$ cat src/acs_map.svh
// offsets-free constant map of the calibration and sleep sequencer
`ifndef ACS_MAP_SVH
`define ACS_MAP_SVH
`define ACS_MODE_NORMAL 3'h0
`define ACS_MODE_BGCAL 3'h5
`define ACS_MODE_SLEEP 3'h6
`define ACS_OFS_PERIODS 3'h3
`define ACS_OFS_FIRST_SLAVE 3'h4
`define ACS_GAIN_PERIODS 3'h3
`define ACS_FILL_PERIODS 3'h3
`define ACS_RATE_DIV 3'h6
`define ACS_SD_HIGH_CYC 3'h4
`define ACS_WAKE_PWRUP_NS 200
`define ACS_CLK_NS 50
`define ACS_WAKE_PWRUP_CYC ((`ACS_WAKE_PWRUP_NS + `ACS_CLK_NS - 1) / `ACS_CLK_NS)
`endif

$ cat src/acs_pkg.sv
// types of the calibration and sleep sequencer
package acs_pkg;
  typedef enum logic [8:0] {
    ACS_NORMAL = 9'h001,
    ACS_OFS = 9'h002,
    ACS_FILL1 = 9'h004,
    ACS_GAIN = 9'h008,
    ACS_FILL2 = 9'h010,
    ACS_SLEEP = 9'h020,
    ACS_PWRUP = 9'h040,
    ACS_WAKE1 = 9'h080,
    ACS_WAKE2 = 9'h100
  } acs_state_t;
  typedef struct packed {
    acs_state_t st;
    logic [2:0] cnt;
    logic [3:0] pwr;
    logic firstOfs;
    logic [2:0] wakeMode;
    logic dataReadyN;
    logic inputShort;
    logic refSelect;
    logic powerDown;
    logic serialAwake;
    logic sdPrev;
    logic [2:0] sdHigh;
  } acs_regs_t;
endpackage : acs_pkg

$ cat src/acs_sequencer.sv
// operating-mode sequencer: background calibration and sleep with wake-up
// Functional notes
// - mode code 101 starts background calibration at next conversion period start
// - offset phase: ready high after its first period, inputs shorted, three periods, four first time in slave
// - then input reconnected, three refill periods, ready low on the following period
// - in the valid-data period switch to reference; it and the next two periods are gain calibration
// - then three refill periods, ready low, short input, offset again, loop
// - background mode yields one valid period out of six
// - background calibration persists until another mode code is written
// - code 110 enters sleep; only another mode code leaves it
// - sleep powers down analog and logic; bias and reference keep their own enables
// - chip select low wakes serial communication in sleep
// - in slave with chip select tied low, an instruction byte wakes serial
// - leaving sleep: brief power-up, two conversions, then new mode applies
// - ready stays high through first and second conversion after sleep
// - code 000 is normal conversion
`timescale 1ns/100ps
`include "acs_map.svh"
module acs_sequencer
  import acs_pkg::*;
#(
  parameter int PWRUP_CYC = `ACS_WAKE_PWRUP_CYC
) (
  input wire logic core_clk,
  input wire logic rstn,
  input wire logic [2:0] operationModeField,
  input wire logic periodStart,
  input wire logic slaveMode,
  input wire logic chipSelectN,
  input wire logic serialDataIn,
  input wire logic instrByteSeen,
  output logic data_ready_n,
  output logic inputShort,
  output logic refSelect,
  output logic powerDown,
  output logic serialAwake
);
  acs_regs_t r;
  acs_regs_t next_r;
  logic sdFall;

  ////////////////////////////////////////////////////////////////////////
  // serial data falling edge after long enough high, for master wake
  assign sdFall = r.sdPrev && !serialDataIn && (r.sdHigh == `ACS_SD_HIGH_CYC);

  ////////////////////////////////////////////////////////////////////////
  always_comb begin
    next_r = r;
    next_r.powerDown = 1'b0;
    next_r.sdPrev = serialDataIn;
    if (!serialDataIn) begin
      next_r.sdHigh = 3'h0;
    end else if (r.sdHigh != `ACS_SD_HIGH_CYC) begin
      next_r.sdHigh = r.sdHigh + 3'h1;
    end
    case (r.st)
      ACS_NORMAL: begin
        next_r.dataReadyN = 1'b0;
        next_r.inputShort = 1'b0;
        next_r.refSelect = 1'b0;
        next_r.firstOfs = 1'b1;
        if (operationModeField == `ACS_MODE_SLEEP) begin
          next_r.st = ACS_SLEEP;
          next_r.powerDown = 1'b1;
          next_r.serialAwake = 1'b0;
        end else if (operationModeField == `ACS_MODE_BGCAL && periodStart) begin
          next_r.st = ACS_OFS;
          next_r.cnt = 3'h0;
          next_r.dataReadyN = 1'b1;
          next_r.inputShort = 1'b1;
        end
      end
      ACS_OFS: begin
        if (operationModeField != `ACS_MODE_BGCAL) begin
          next_r.st = ACS_NORMAL;
        end else if (periodStart) begin
          next_r.dataReadyN = 1'b1;
          next_r.cnt = r.cnt + 3'h1;
          if (r.cnt + 3'h1 == ((slaveMode && r.firstOfs) ? `ACS_OFS_FIRST_SLAVE : `ACS_OFS_PERIODS)) begin
            next_r.st = ACS_FILL1;
            next_r.cnt = 3'h0;
            next_r.firstOfs = 1'b0;
            next_r.inputShort = 1'b0;
          end
        end
      end
      ACS_FILL1: begin
        if (operationModeField != `ACS_MODE_BGCAL) begin
          next_r.st = ACS_NORMAL;
        end else if (periodStart) begin
          next_r.cnt = r.cnt + 3'h1;
          if (r.cnt + 3'h1 == `ACS_FILL_PERIODS) begin
            next_r.st = ACS_GAIN;
            next_r.cnt = 3'h0;
            next_r.dataReadyN = 1'b0;
            next_r.refSelect = 1'b1;
          end
        end
      end
      ACS_GAIN: begin
        if (operationModeField != `ACS_MODE_BGCAL) begin
          next_r.st = ACS_NORMAL;
        end else if (periodStart) begin
          next_r.dataReadyN = 1'b1;
          next_r.cnt = r.cnt + 3'h1;
          if (r.cnt + 3'h1 == `ACS_GAIN_PERIODS) begin
            next_r.st = ACS_FILL2;
            next_r.cnt = 3'h0;
            next_r.refSelect = 1'b0;
          end
        end
      end
      ACS_FILL2: begin
        if (operationModeField != `ACS_MODE_BGCAL) begin
          next_r.st = ACS_NORMAL;
        end else if (periodStart) begin
          next_r.cnt = r.cnt + 3'h1;
          if (r.cnt + 3'h1 == `ACS_FILL_PERIODS) begin
            next_r.st = ACS_OFS;
            next_r.cnt = 3'h0;
            next_r.dataReadyN = 1'b0;
            next_r.inputShort = 1'b1;
          end
        end
      end
      ACS_SLEEP: begin
        next_r.powerDown = 1'b1;
        next_r.dataReadyN = 1'b1;
        if (!chipSelectN || sdFall || (slaveMode && instrByteSeen)) begin
          next_r.serialAwake = 1'b1;
        end
        if (operationModeField != `ACS_MODE_SLEEP) begin
          next_r.st = ACS_PWRUP;
          next_r.wakeMode = operationModeField;
          next_r.pwr = 4'h0;
          next_r.powerDown = 1'b0;
          next_r.serialAwake = 1'b1;
        end
      end
      ACS_PWRUP: begin
        next_r.pwr = r.pwr + 4'h1;
        if (32'(r.pwr) + 1 >= PWRUP_CYC && periodStart) begin
          next_r.st = ACS_WAKE1;
        end
      end
      ACS_WAKE1: begin
        if (periodStart) begin
          next_r.st = ACS_WAKE2;
        end
      end
      ACS_WAKE2: begin
        if (periodStart) begin
          next_r.st = ACS_NORMAL;
          if (r.wakeMode == `ACS_MODE_BGCAL) begin
            next_r.st = ACS_OFS;
            next_r.cnt = 3'h0;
            next_r.inputShort = 1'b1;
          end else begin
            next_r.dataReadyN = 1'b0;
          end
        end
      end
      default: begin
        next_r.st = ACS_NORMAL;
      end
    endcase
    if (r.st == ACS_PWRUP && 32'(r.pwr) + 1 >= PWRUP_CYC && !periodStart) begin
      next_r.pwr = r.pwr;
    end
  end

  always_ff @(posedge core_clk or negedge rstn) begin
    if (!rstn) begin
      r <= '{st: ACS_NORMAL, cnt: 3'h0, pwr: 4'h0, firstOfs: 1'b1, wakeMode: 3'h0,
             dataReadyN: 1'b1, inputShort: 1'b0, refSelect: 1'b0, powerDown: 1'b0, serialAwake: 1'b1,
             sdPrev: 1'b0, sdHigh: 3'h0};
    end else begin
      r <= next_r;
    end
  end

  assign data_ready_n = r.dataReadyN;
  assign inputShort = r.inputShort;
  assign refSelect = r.refSelect;
  assign powerDown = r.powerDown;
  assign serialAwake = r.serialAwake;

  ////////////////////////////////////////////////////////////////////////
  // assertions
  a_ofs_short: assert property (@(posedge core_clk) disable iff (!rstn)
    (r.st == ACS_OFS) |-> inputShort) else $error("offset phase not shorted");
  a_ofs_ready: assert property (@(posedge core_clk) disable iff (!rstn)
    (r.st == ACS_OFS && r.cnt != 3'h0) |-> data_ready_n) else $error("ready low inside offset phase");
  a_gain_ref: assert property (@(posedge core_clk) disable iff (!rstn)
    (r.st == ACS_GAIN && $past(r.st) == ACS_FILL1) |-> (refSelect && !data_ready_n))
    else $error("gain phase not on reference");
  a_sleep_pd: assert property (@(posedge core_clk) disable iff (!rstn)
    (r.st == ACS_SLEEP) |-> powerDown) else $error("sleep not powered down");
  a_sleep_enter: assert property (@(posedge core_clk) disable iff (!rstn)
    (r.st == ACS_NORMAL && operationModeField == `ACS_MODE_SLEEP) |=> (r.st == ACS_SLEEP))
    else $error("sleep not entered");
  a_wake_rdy: assert property (@(posedge core_clk) disable iff (!rstn)
    (r.st == ACS_WAKE1 || r.st == ACS_WAKE2) |-> data_ready_n) else $error("ready low during wake");
  a_bg_exit: assert property (@(posedge core_clk) disable iff (!rstn)
    (r.st == ACS_FILL1 && operationModeField != `ACS_MODE_BGCAL) |=> (r.st == ACS_NORMAL))
    else $error("background not left");
  a_cs_wake: assert property (@(posedge core_clk) disable iff (!rstn)
    (r.st == ACS_SLEEP && !chipSelectN) |=> serialAwake) else $error("chip select did not wake");
  a_fill_in: assert property (@(posedge core_clk) disable iff (!rstn)
    (r.st == ACS_FILL1 || r.st == ACS_FILL2) |-> (!inputShort && !refSelect && data_ready_n))
    else $error("refill with input switched");
  a_bg_enter: assert property (@(posedge core_clk) disable iff (!rstn)
    (r.st == ACS_NORMAL && operationModeField == `ACS_MODE_BGCAL && periodStart)
    |=> (r.st == ACS_OFS && inputShort && data_ready_n)) else $error("background not entered");
  a_pd_only_sleep: assert property (@(posedge core_clk) disable iff (!rstn)
    (r.st != ACS_SLEEP) |-> !powerDown) else $error("powered down outside sleep");
  a_sd_wake: assert property (@(posedge core_clk) disable iff (!rstn)
    (r.st == ACS_SLEEP && sdFall) |=> serialAwake) else $error("serial data edge did not wake");
  a_wake_bg: assert property (@(posedge core_clk) disable iff (!rstn)
    (r.st == ACS_WAKE2 && periodStart && r.wakeMode == `ACS_MODE_BGCAL) |=> (r.st == ACS_OFS))
    else $error("wake mode not applied");
endmodule : acs_sequencer

$ cat config.mk
export PLATFORM = sky130hd
export DESIGN_NAME = acs_sequencer
export DESIGN_NICKNAME = d
export VERILOG_FILES = /design/src/acs_pkg.sv /design/src/acs_sequencer.sv
export VERILOG_INCLUDE_DIRS = /design/src /design/src/src
export SDC_FILE = /design/constraint.sdc
export NUM_CORES = 1
export LEC_CHECK = 0
export ABC_AREA = 1
export BUFFER_PORTS_ARGS = -buffer_cell sky130_fd_sc_hd__buf_2
export CORE_UTILIZATION = 45
export CTS_CLUSTER_DIAMETER = 150
export DETAILED_ROUTE_END_ITERATION = 8
export PLACE_DENSITY = 0.75
export REMOVE_ABC_BUFFERS = 1
export SKIP_LAST_GASP = 1
export SYNTH_ARGS = -nofsm -noshare
export SYNTH_HDL_FRONTEND = slang
export SYNTH_SLANG_ARGS = --single-unit
$ cat constraint.sdc
create_clock -name core_clk -period 1.6 [get_ports core_clk]
set_clock_uncertainty 0.05 [all_clocks]
set_input_delay 0.08 -clock core_clk [delete_from_list [all_inputs] [get_ports core_clk]]
set_output_delay 0.08 -clock core_clk [all_outputs]
set_load 0.1 [all_outputs]
# Word-level counts from Yosys, hierarchy flattened
# Index checks and enable logic that the tools add are counted.
totals:
  regBits: 29
  word_cells: 157
op_classes:
  n_addsub: 4
  n_lt_le_gt_ge: 1
  eq_ne: 50
  mux: 60
  n_bitwise: 1
  n_reduce_logical: 29
ops:
  columns: ["operator", "count"]
  rows:
  - ["$mux 12", 10]
  - ["$pmux 9 s9", 1]
  - ["$mux 9", 8]
  - ["$ne 2x2->1 const B", 21]
  - ["$ne 3x3->1 const B", 13]
  - ["$reduce_and 13->1", 3]
  - ["$mux 3", 8]
  - ["$mux 2", 10]
  - ["$pmux 3 s6", 1]
  - ["$mux 1", 14]
  - ["$eq 3x3->1 const B", 4]
  - ["$eq 9x1->1 const B", 1]
  - ["$eq 9x2->1 const B", 1]
  - ["$eq 9x3->1 const B", 1]
  - ["$eq 9x4->1 const B", 1]
  - ["$eq 9x5->1 const B", 1]
  - ["$eq 9x6->1 const B", 1]
  - ["$eq 9x7->1 const B", 1]
  - ["$eq 9x8->1 const B", 1]
  - ["$eq 9x9->1 const B", 1]
  - ["$reduce_and 9->1", 1]
  - ["$logic_and 1x1->1", 8]
  - ["$pmux 4 s2", 1]
  - ["$pmux 1 s7", 1]
  - ["other kinds (25)", 32]

# Depth between registers and ports, before layout
# Gate-level depths: netlist of the first run.
depth:
  word_depth: 8
  ltp_mapped: 12

# Worst setup path before layout of the first run
# Ideal clock, no wire load.
synth_timing:
  path_type: "register -> register"
  from: "register r[17] (netlist bit)"
  to: "register r[26] (netlist bit)"
  setup_ns: 0.120
  arrival_ns: 1.431
  required_ns: 1.430
  slack_ns: -0.001
  stages_incl_launch_ff: 13
  path_buffers: 0
  period_less_slack_ns: 1.601
  path_cell_list: "dfrtp_1 -> inv_1 -> ha_1 -> nor2_1 -> nand2_1 -> nand2_1 -> nand3_1 -> nand2_1 -> nand2_1 -> nand2_2 -> nand2_4 -> nand2_1 -> nand2_1"
synth_between:
  elab_chain_cells: 4
  elab_cells_between_ends: 8
  classes_between: "add/sub: 1; eq/ne: 6; reduce/logical: 1"
synth_rtl:
  columns: ["item", "line_no", "text"]
  rows:
  - ["start, declared", "acs_sequencer.sv:38", "acs_regs_t r;"]
  - ["start signal, assigned", "acs_sequencer.sv:174", "r <= '{st: ACS_NORMAL, cnt: 3'h0, pwr: 4'h0, firstOfs: 1'b1, wakeMode: 3'h0,"]
  - ["start signal, assigned", "acs_sequencer.sv:178", "r <= next_r;"]
  - ["$add 3x1->3 *", null, null]
  - ["$eq 3x2->1 (no source line) / $eq 3x3->1 (equally long branches)", null, null]
  - ["$ne 3x3->1 (no source line)", null, null]
  - ["$reduce_and 13->1 (no source line) *", null, null]
# Every way passes the cells marked *; elsewhere a longest branch is shown, timed or not.
# A chain may end at the register's enable or synchronous reset.

# Worst setup path after layout of the first run
layout_timing:
  from: "register r[18] (netlist bit)"
  to: "register r[22] (netlist bit)"
# Same word-level chain as after synthesis.

==> results.sh, run 1 <==
export IMPL_status="finished with violations"
export IMPL_violations="negative setup slack"
export IMPL_critPathArrivalTime_ns=1.89
export IMPL_clk_pin_slew_worst_paths_ns=0.06
export IMPL_total_leakage_power_uw=0.001473
export IMPL_drtAntennaViolNets=0
export IMPL_vias_per_cell=5.348
export IMPL_cp_slowest_cell="dfrtp_2"
export IMPL_drt_initial_drc_count=281
export IMPL_path_cells="ha_4 -> nand4_1 -> nand2_2 -> nand3_1 -> nand2_1 -> nand2_2 -> nand2_4 -> nand2_8 -> nand2_1 -> nand2_1"
export IMPL_ys_ff_latch=29
export IMPL_vias=2150
export IMPL_antenna_found_initial=0
export IMPL_crit_required_ns=1.73
export IMPL_setup_viol_count_final=17
export IMPL_cp_num_buf_inv=0
export IMPL_slew_violations=0
export IMPL_grt_util_all_layers=0.2487
export IMPL_fin_ws_ns=-0.1628
export IMPL_slowest_delay_ns=0.46
export IMPL_hold_path_class="primary input to flop"
export IMPL_cts_buffers=5
export IMPL_drive_gt1_frac=0.3892
export IMPL_root_buffer="clkbuf_8"
export IMPL_clkPwrFrac=0.199
export IMPL_layout_commonest_cell="nand2_1"
export IMPL_fin_nets=367
export IMPL_period_needed_ns=1.763
export IMPL_hold_violations=0
export IMPL_switching_power_uw=1803
export IMPL_combPwrFrac=0.532
export IMPL_final_cell_mix="nand2_1 (75), buf_4 (45), inv_1 (30), nand3_1 (30), dfrtp_1 (23)"
export IMPL_tightest_slew_ns=0.6415
export IMPL_grt_pass1_wl_microns=8562
export IMPL_multi_input_area_sq_um=1355
export IMPL_switching_share=0.4416
export IMPL_finalCritPeriodShare=1.102
export IMPL_die_w_microns=68.97
export IMPL_io_buffers=14
export IMPL_cp_max_fo=7
export IMPL_internal_power_uw=2280
export IMPL_power_density_nw_per_um2=1433
export IMPL_grt_pass1_vias=2033
export IMPL_cts_sinks=29
export IMPL_dr_pass1_iters=5
export IMPL_worst_slew_margin_rel=0.5724
export IMPL_ys_seq_area_frac=0.3621
export IMPL_final_core_util=0.6875
export IMPL_die_area_sq_um=4757
export IMPL_place_ws_ns=-0.1647
export IMPL_ir_drop_mv=1.029
export IMPL_grt_max_degree=30
export IMPL_cap_violations=0
export IMPL_die_h_microns=68.97
export IMPL_crit_family="simple AND/OR/NAND/NOR gates"
export IMPL_tritoncts="yes"
export IMPL_row_count=23
export IMPL_initial_core_util=0.4870
export IMPL_io_pin_count=15
export IMPL_crit_path_frequent_cell="nand2_1"
export IMPL_regArea_sq_um=733.2
export IMPL_drc=0
export IMPL_synth_main_ff_cell="dfrtp_1"
export IMPL_h_tree_depth=2
export IMPL_p_seq_frac=0.269
export IMPL_ys_async_sr_fraction=1.000
export IMPL_diodes=0
export IMPL_critical_path_class="flop to flop"
export IMPL_hold_worst_slack_ns=0.03243
export IMPL_fmax_ghz=0.5673
export IMPL_synth_cell_types=29
export IMPL_syn2layout_area_growth_pct=41.17
export IMPL_end_kind="flop"
export IMPL_overflow=0
export IMPL_syn_area_sq_um=2018
export IMPL_ys_warn_count=0
export IMPL_clkLatencyLatePin_ns=0.29
export IMPL_wl_per_cell_microns=13.43
export IMPL_rsz0062_at_grt="true"
export IMPL_regToRegSetupSlack_ns=-0.16
export IMPL_synth_edf_count=0
export IMPL_finalPower_uw=4083
export IMPL_cts_buffer_depth=2
export IMPL_routabilityCongestion=1.003
export IMPL_dp_hpwl_microns=3766
export IMPL_avgSynthCellArea_sq_um=7.157
export IMPL_wl_microns=5400
export IMPL_fillers=341
export IMPL_syn_inst=282
export IMPL_fp_coreArea_sq_um=4144
export IMPL_start_kind="flop"
## cell usage after synthesis, types with 2 or more instances
| library cell | instances | share of area |
|---|---|---|
| a21oi_1 | 9 | 0.022 |
| dfrtp_1 | 25 | 0.31 |
| dfstp_2 | 4 | 0.052 |
| ha_1 | 6 | 0.037 |
| inv_1 | 32 | 0.060 |
| inv_2 | 3 | 0.0056 |
| nand2_1 | 83 | 0.15 |
| nand2_2 | 7 | 0.022 |
| nand2_4 | 2 | 0.011 |
| nand3_1 | 34 | 0.084 |
| nand3_2 | 2 | 0.0099 |
| nand3_4 | 2 | 0.017 |
| nand4_1 | 7 | 0.022 |
| nor2_1 | 20 | 0.037 |
| nor2_2 | 10 | 0.031 |
| nor2_4 | 5 | 0.028 |
| o21ai_0 | 16 | 0.040 |
| o21ai_2 | 2 | 0.0087 |
| o31ai_1 | 2 | 0.0074 |
| xnor2_1 | 2 | 0.0087 |
## flip-flops by register name, summed over array words and instances (netlist names)
register	count
inputShort	1
powerDown	1
refSelect	1
serialAwake	1
r	24
data_ready_n	1
## final timing paths
kind	startpoint	endpoint	cells after the start
max	r[18]	r[22]	10
min	operationModeField[2]	r[11]	2
max reg2reg	r[18]	r[22]	10
min reg2reg	data_ready_n	data_ready_n	2
max in group asynchronous	rstn	r[18]	2
min in group asynchronous	rstn	refSelect	2
## per-stage QoR
stage | TNS (ns) | cells | cell area, sq um
after floorplan | -0.001460 | 282 | 2018
after global placement | -1.341 | 379 | 2399
after detailed placement | -1.727 | 379 | 2399
after CTS | -0.6674 | 399 | 2733
after global routing | -3.481 | 402 | 2849
final | -1.738 | 402 | 2849
## area by class of cell
class / count / area share
inverters: 36 / 0.04875
multi-input cells: 217 / 0.4756
clock buffers: 6 / 0.02899
well taps: 50 / 0.02196
clock inverters: 2 / 0.01318
flip-flops and latches: 29 / 0.2574
repair buffers: 62 / 0.1542
## timing repair
action	in CTS	in global routing
hold buffers	2	0
resized for setup	27	26
pin swaps	19	16
hold endpoints to repair	26	0
setup endpoints to repair	22	25
buffers inserted	10	3
## power groups by stage
stage	Clock, uW	Sequential [uW]	Combinational [uW]
3_5_place_dp	0	1090	1790
2_1_floorplan	0	1310	1060
5_1_grt	845	1130	2370
6_report	812	1100	2170
3_3_place_gp	0	1080	1770
4_1_cts	816	1090	1980
## per-layer routing
layer	vias to the layer above	track usage	share of wire
met5	-	0	0
met2	82	0.4102	0.48
met3	33	0.05921	0.063
li1	1049	-	-
met1	986	0.2952	0.42
met4	0	0.1378	0.042
## kinds of logic after synthesis
kind of cell | count (synthesis) | synth area share
multiplexers | 1 | 0.005579
flip-flops | 29 | 0.3621
AO/OA/AOI/OAI | 32 | 0.08865
AND/OR/NAND/NOR | 175 | 0.4259
adder cells (fa/ha/maj) | 6 | 0.03720
XOR/XNOR | 3 | 0.01302
buffers and inverters | 36 | 0.06758
(Power assumes the default switching activity.)
==> run 2, diff against run 1 <==
--- a/config.mk
+++ b/config.mk
@@ -8,11 +8,10 @@
 export LEC_CHECK = 0
 export ABC_AREA = 1
 export BUFFER_PORTS_ARGS = -buffer_cell sky130_fd_sc_hd__buf_2
-export CORE_UTILIZATION = 45
+export CORE_UTILIZATION = 54
 export CTS_CLUSTER_DIAMETER = 150
 export DETAILED_ROUTE_END_ITERATION = 8
-export PLACE_DENSITY = 0.75
-export REMOVE_ABC_BUFFERS = 1
+export PLACE_DENSITY = 0.86
 export SKIP_LAST_GASP = 1
 export SYNTH_ARGS = -nofsm -noshare
 export SYNTH_HDL_FRONTEND = slang
==> results.sh, run 2 (synthesis gave the netlist of run 1 again) <==
export IMPL_status="finished with violations"
export IMPL_violations="negative setup slack"
export IMPL_fin_nets=374
export IMPL_h_tree_depth=2
export IMPL_end_kind="flop"
export IMPL_tightest_slew_ns=0.6820
export IMPL_worst_slew_margin_rel=0.5453
export IMPL_grt_pass1_vias=2116
export IMPL_clkLatencyLatePin_ns=0.29
export IMPL_ir_drop_mv=0.9197
export IMPL_largest_register="r"
export IMPL_slew_violations=0
export IMPL_min_delay_start="operationModeField[2]"
export IMPL_initial_core_util=0.5819
export IMPL_drc=0
export IMPL_tritoncts="yes"
export IMPL_drt_initial_drc_count=231
export IMPL_io_buffers=14
export IMPL_drive_gt1_frac=0.4624
export IMPL_die_w_microns=63.14
export IMPL_rsz0062_at_grt="true"
export IMPL_r2r_start="r[20]"
export IMPL_die_area_sq_um=3986
export IMPL_setup_viol_count_final=23
export IMPL_critical_path_class="flop to flop"
export IMPL_crit_required_ns=1.72
export IMPL_fmax_ghz=0.5279
export IMPL_antenna_found_initial=0
export IMPL_cts_sinks=29
export IMPL_layout_commonest_cell="nand2_1"
export IMPL_power_density_nw_per_um2=1409
export IMPL_cts_buffer_depth=2
export IMPL_largest_reg_flops=24
export IMPL_synthesis_nets=298
export IMPL_dp_cells=382
export IMPL_fp_coreArea_sq_um=3468
export IMPL_routabilityCongestion=0.9444
export IMPL_final_cell_mix="nand2_1 (60), buf_4 (49), inv_1 (29)"
export IMPL_wl_microns=6901
export IMPL_min_to="r[11]"
export IMPL_hold_path_depth=2
export IMPL_reg2reg_to="r[17]"
export IMPL_fin_cells=405
export IMPL_period_needed_ns=1.894
export IMPL_row_count=21
export IMPL_fin_ws_ns=-0.2943
export IMPL_dr_pass1_iters=5
export IMPL_cts_buffers=5
export IMPL_cp_max_fo=5
export IMPL_die_h_microns=63.14
export IMPL_vias_per_cell=5.864
export IMPL_grt_max_degree=30
export IMPL_hold_worst_slack_ns=0.03481
export IMPL_grt_pass1_wl_microns=9749
export IMPL_drtAntennaViolNets=0
export IMPL_start_kind="flop"
export IMPL_overflow=0
export IMPL_critPathArrivalTime_ns=2.01
export IMPL_diodes=0
export IMPL_wl_per_cell_microns=17.04
export IMPL_dp_hpwl_microns=3966
export IMPL_regToRegSetupSlack_ns=-0.29
export IMPL_grt_util_all_layers=0.3223
export IMPL_hold_path_class="primary input to flop"
export IMPL_total_leakage_power_uw=0.001510
export IMPL_vias=2375
export IMPL_clk_pin_slew_worst_paths_ns=0.07
export IMPL_io_pin_count=15
export IMPL_cap_violations=0
export IMPL_syn2layout_area_growth_pct=49.91
export IMPL_root_buffer="clkbuf_8"
export IMPL_finalCritPeriodShare=1.184
export IMPL_ff2ff_path_depth=8
export IMPL_fillers=175
export IMPL_hold_violations=0
==> run 2: cell types whose count changed in the layout (fill, tap and decap cells not counted), sizes merged <==
cell,change
clkinvlp,-1
clkbuf,+2
bufinv,-1
buf,+7
inv,+1
clkinv,-1
==> run 2: power breakdown <==
| part | switching, uW | total (uW) | internal (uW) |
|---|---|---|---|
| Sequential | 165 | 1110 | 949 |
| Combinational | 1590 | 2510 | 920 |
| Clock | 289 | 639 | 350 |
| Total | 2040 | 4260 | 2220 |
==> run 2: per-layer routing <==
| metal | GRT usage | up-vias | share of wire |
|---|---|---|---|
| li1 | - | 1074 | - |
| met1 | 0.4271 | 1102 | 0.38 |
| met2 | 0.5094 | 153 | 0.48 |
| met3 | 0.06159 | 46 | 0.088 |
| met4 | 0.1424 | 0 | 0.051 |
| met5 | 0 | - | 0 |
==> run 2: worst max path at each step <==
stage | slack (ns) | cells past startpoint | end | start
floorplan | 0.02 | 12 | r[26] | r[17]
global placement | -0.17 | 10 | r[18] | r[25]
detailed placement | -0.22 | 10 | r[17] | r[25]
CTS | -0.09 | 8 | r[19] | r[23]
global route | -0.39 | 10 | r[17] | r[27]
finish | -0.29 | 8 | r[17] | r[20]
==> run 2: repair_timing <==
item,4_1_cts,5_1_grt
pin swaps,24,42
endpoints found under the hold margin,26,0
gates resized for setup,29,63
setup endpoints to repair,21,24
setup buffers,7,8
hold buffers,2,0
==> run 2: cell type report <==
type / instances / area, sq um / area share
multi-input combinational: 217 / 1485 / 0.4909
sequential: 29 / 733.2 / 0.2423
timing repair buffer: 69 / 511.7 / 0.1691
inverter: 36 / 147.6 / 0.04880
clock buffer: 8 / 90.09 / 0.02978
tap: 46 / 57.56 / 0.01902
==> run 2: worst max-delay path, stage by stage, from the launching register on <==
cell and delay (ns):
dfstp_2 0.60, buf_4 0.13, nand3_2 0.10, nor2_4 0.26, inv_1 0.16, o21ai_2 0.19
nor2_4 0.08, nand3_1 0.12, nand2_1 0.09
==> run 2: metrics by stage <==
stage               TNS (ns)  power, uW  setup slack (ns)  utilization  area, sq um
global placement      -1.602       2903           -0.1743       0.7053         2446
detailed placement    -2.258       2960           -0.2222       0.7053         2446
CTS                   -1.193       3750          -0.09435       0.7879         2733
finish                -3.891       4262           -0.2943       0.8723         3025
global route          -5.443       4488           -0.3892       0.8723         3025
floorplan                  0       2364           0.01800            -         2018
==> run 3, diff against run 2 <==
--- a/config.mk
+++ b/config.mk
@@ -12,6 +12,7 @@
 export CTS_CLUSTER_DIAMETER = 150
 export DETAILED_ROUTE_END_ITERATION = 8
 export PLACE_DENSITY = 0.86
+export RECOVER_POWER = 50
 export SKIP_LAST_GASP = 1
 export SYNTH_ARGS = -nofsm -noshare
 export SYNTH_HDL_FRONTEND = slang
==> results.sh, run 3 (synthesis gave the netlist of run 1 again) <==
export IMPL_status="finished with violations"
export IMPL_violations="negative setup slack"
export IMPL_drc=0
export IMPL_cap_violations=0
export IMPL_tightest_slew_ns=0.7677
export IMPL_cp_depth=8
export IMPL_cp_num_buf_inv=2
export IMPL_power_density_nw_per_um2=1412
export IMPL_initial_core_util=0.5819
export IMPL_setup_viol_count_final=23
export IMPL_tritoncts="yes"
export IMPL_final_core_util=0.8719
export IMPL_diodes=0
export IMPL_drtAntennaViolNets=0
export IMPL_root_buffer="clkbuf_8"
export IMPL_fp_coreArea_sq_um=3468
export IMPL_crit_family="simple AND/OR/NAND/NOR gates"
export IMPL_largest_register="r"
export IMPL_die_h_microns=63.14
export IMPL_crit_required_ns=1.72
export IMPL_hold_path_depth=2
export IMPL_min_delay_start="operationModeField[2]"
export IMPL_drt_initial_drc_count=231
export IMPL_grt_pass1_vias=2116
export IMPL_r2r_start="r[20]"
export IMPL_worst_slew_margin_rel=0.4882
export IMPL_fin_nets=374
export IMPL_cts_buffer_depth=2
export IMPL_cp_max_fo=5
export IMPL_crit_path_frequent_cell="nor2_4"
export IMPL_synthesis_nets=298
export IMPL_io_buffers=14
export IMPL_finalPower_uw=4271
export IMPL_dp_hpwl_microns=3966
export IMPL_critical_path_class="flop to flop"
export IMPL_vias_per_cell=5.840
export IMPL_fmax_ghz=0.5272
export IMPL_cts_buffers=5
export IMPL_largest_reg_flops=24
export IMPL_slowest_delay_ns=0.60
export IMPL_antenna_found_initial=0
export IMPL_die_area_sq_um=3986
export IMPL_dr_pass1_iters=5
export IMPL_start_kind="flop"
export IMPL_grt_util_all_layers=0.3223
export IMPL_period_needed_ns=1.897
export IMPL_fin_ws_ns=-0.2970
export IMPL_cts_sinks=29
export IMPL_final_cell_mix="nand2_1 (60), buf_4 (49), inv_1 (29)"
export IMPL_place_ws_ns=-0.2222
export IMPL_rsz0062_at_grt="true"
export IMPL_layout_commonest_cell="nand2_1"
export IMPL_grt_pass1_wl_microns=9749
export IMPL_wl_per_cell_microns=17.10
export IMPL_overflow=0
export IMPL_finalCritPeriodShare=1.186
export IMPL_slew_violations=0
export IMPL_critPathArrivalTime_ns=2.02
export IMPL_cp_slowest_cell="dfstp_2"
export IMPL_hold_path_class="primary input to flop"
export IMPL_total_leakage_power_uw=0.001507
export IMPL_die_w_microns=63.14
export IMPL_clkLatencyLatePin_ns=0.29
export IMPL_wl_microns=6926
export IMPL_grt_max_degree=30
export IMPL_fillers=176
export IMPL_ff2ff_path_depth=8
export IMPL_path_cells="buf_4 -> nand3_2 -> nor2_4 -> inv_1 -> o21ai_2 -> nor2_4 -> nand3_1 -> nand2_1"
export IMPL_routabilityCongestion=0.9444
export IMPL_critPathLaunch="r[20]"
export IMPL_ir_drop_mv=0.9187
export IMPL_vias=2365
export IMPL_drive_gt1_frac=0.4596
export IMPL_end_kind="flop"
export IMPL_io_pin_count=15
export IMPL_hold_violations=0
export IMPL_h_tree_depth=2
export IMPL_clk_pin_slew_worst_paths_ns=0.07
export IMPL_syn2layout_area_growth_pct=49.84
export IMPL_row_count=21
[run 3: changes by cell type in the layout (fill, tap and decap cells not counted)]
cell	delta
clkbuf_1	+1
clkbuf_2	+1
buf_2	-2
[run 3: worst paths after layout]
kind / to / slack [ns]
max in group asynchronous: r[18] / 0.63
worst min register to register: inputShort / 0.45
worst min-delay path: r[11] / 0.03
min in group asynchronous: r[22] / 0.34
worst max register to register: r[17] / -0.30
worst max-delay path: r[17] / -0.30
[run 3: report_power, final]
group / switching [uW] / internal [uW]
sequential: 165 / 949
combinational: 1600 / 920
clock: 291 / 350
total: 2050 / 2220
[run 3: stage by stage]
| stage | TNS [ns] | hold WS [ns] | std cells | area, sq um |
|---|---|---|---|---|
| 2_1_floorplan | 0 | -0.2656 | 282 | 2018 |
| 3_3_place_gp | -1.602 | 0.09676 | 382 | 2446 |
| 3_5_place_dp | -2.258 | 0.1101 | 382 | 2446 |
| 4_1_cts | -1.193 | 0.02630 | 398 | 2733 |
| 5_1_grt | -5.443 | 0.02841 | 405 | 3024 |
| 6_report | -4.091 | 0.03405 | 405 | 3024 |
[run 3: cell type report]
type                            instances  area (sq um)  area share
Sequential cell                        29         733.2      0.2424
Clock buffer                            8         90.09     0.02979
Inverter                               36         147.6     0.04882
Timing Repair Buffer                   69         510.5      0.1688
Tap cell                               46         57.56     0.01903
Multi-Input combinational cell        217          1485      0.4911
[run 3: what timing repair did]
item,CTS,global route
pin swaps,24,42
endpoints found under the setup margin,21,24
endpoints found under the hold margin,26,0
resized for setup,29,63
gates cloned,0,0
hold buffers,2,0
setup buffers,7,8
[run 3: layer usage]
| layer | track usage | wire length, microns |
|---|---|---|
| met5 | 0 | 0 |
| met2 | 0.5094 | 3343 |
| met3 | 0.06159 | 619 |
| met1 | 0.4271 | 2653 |
| met4 | 0.1424 | 310 |
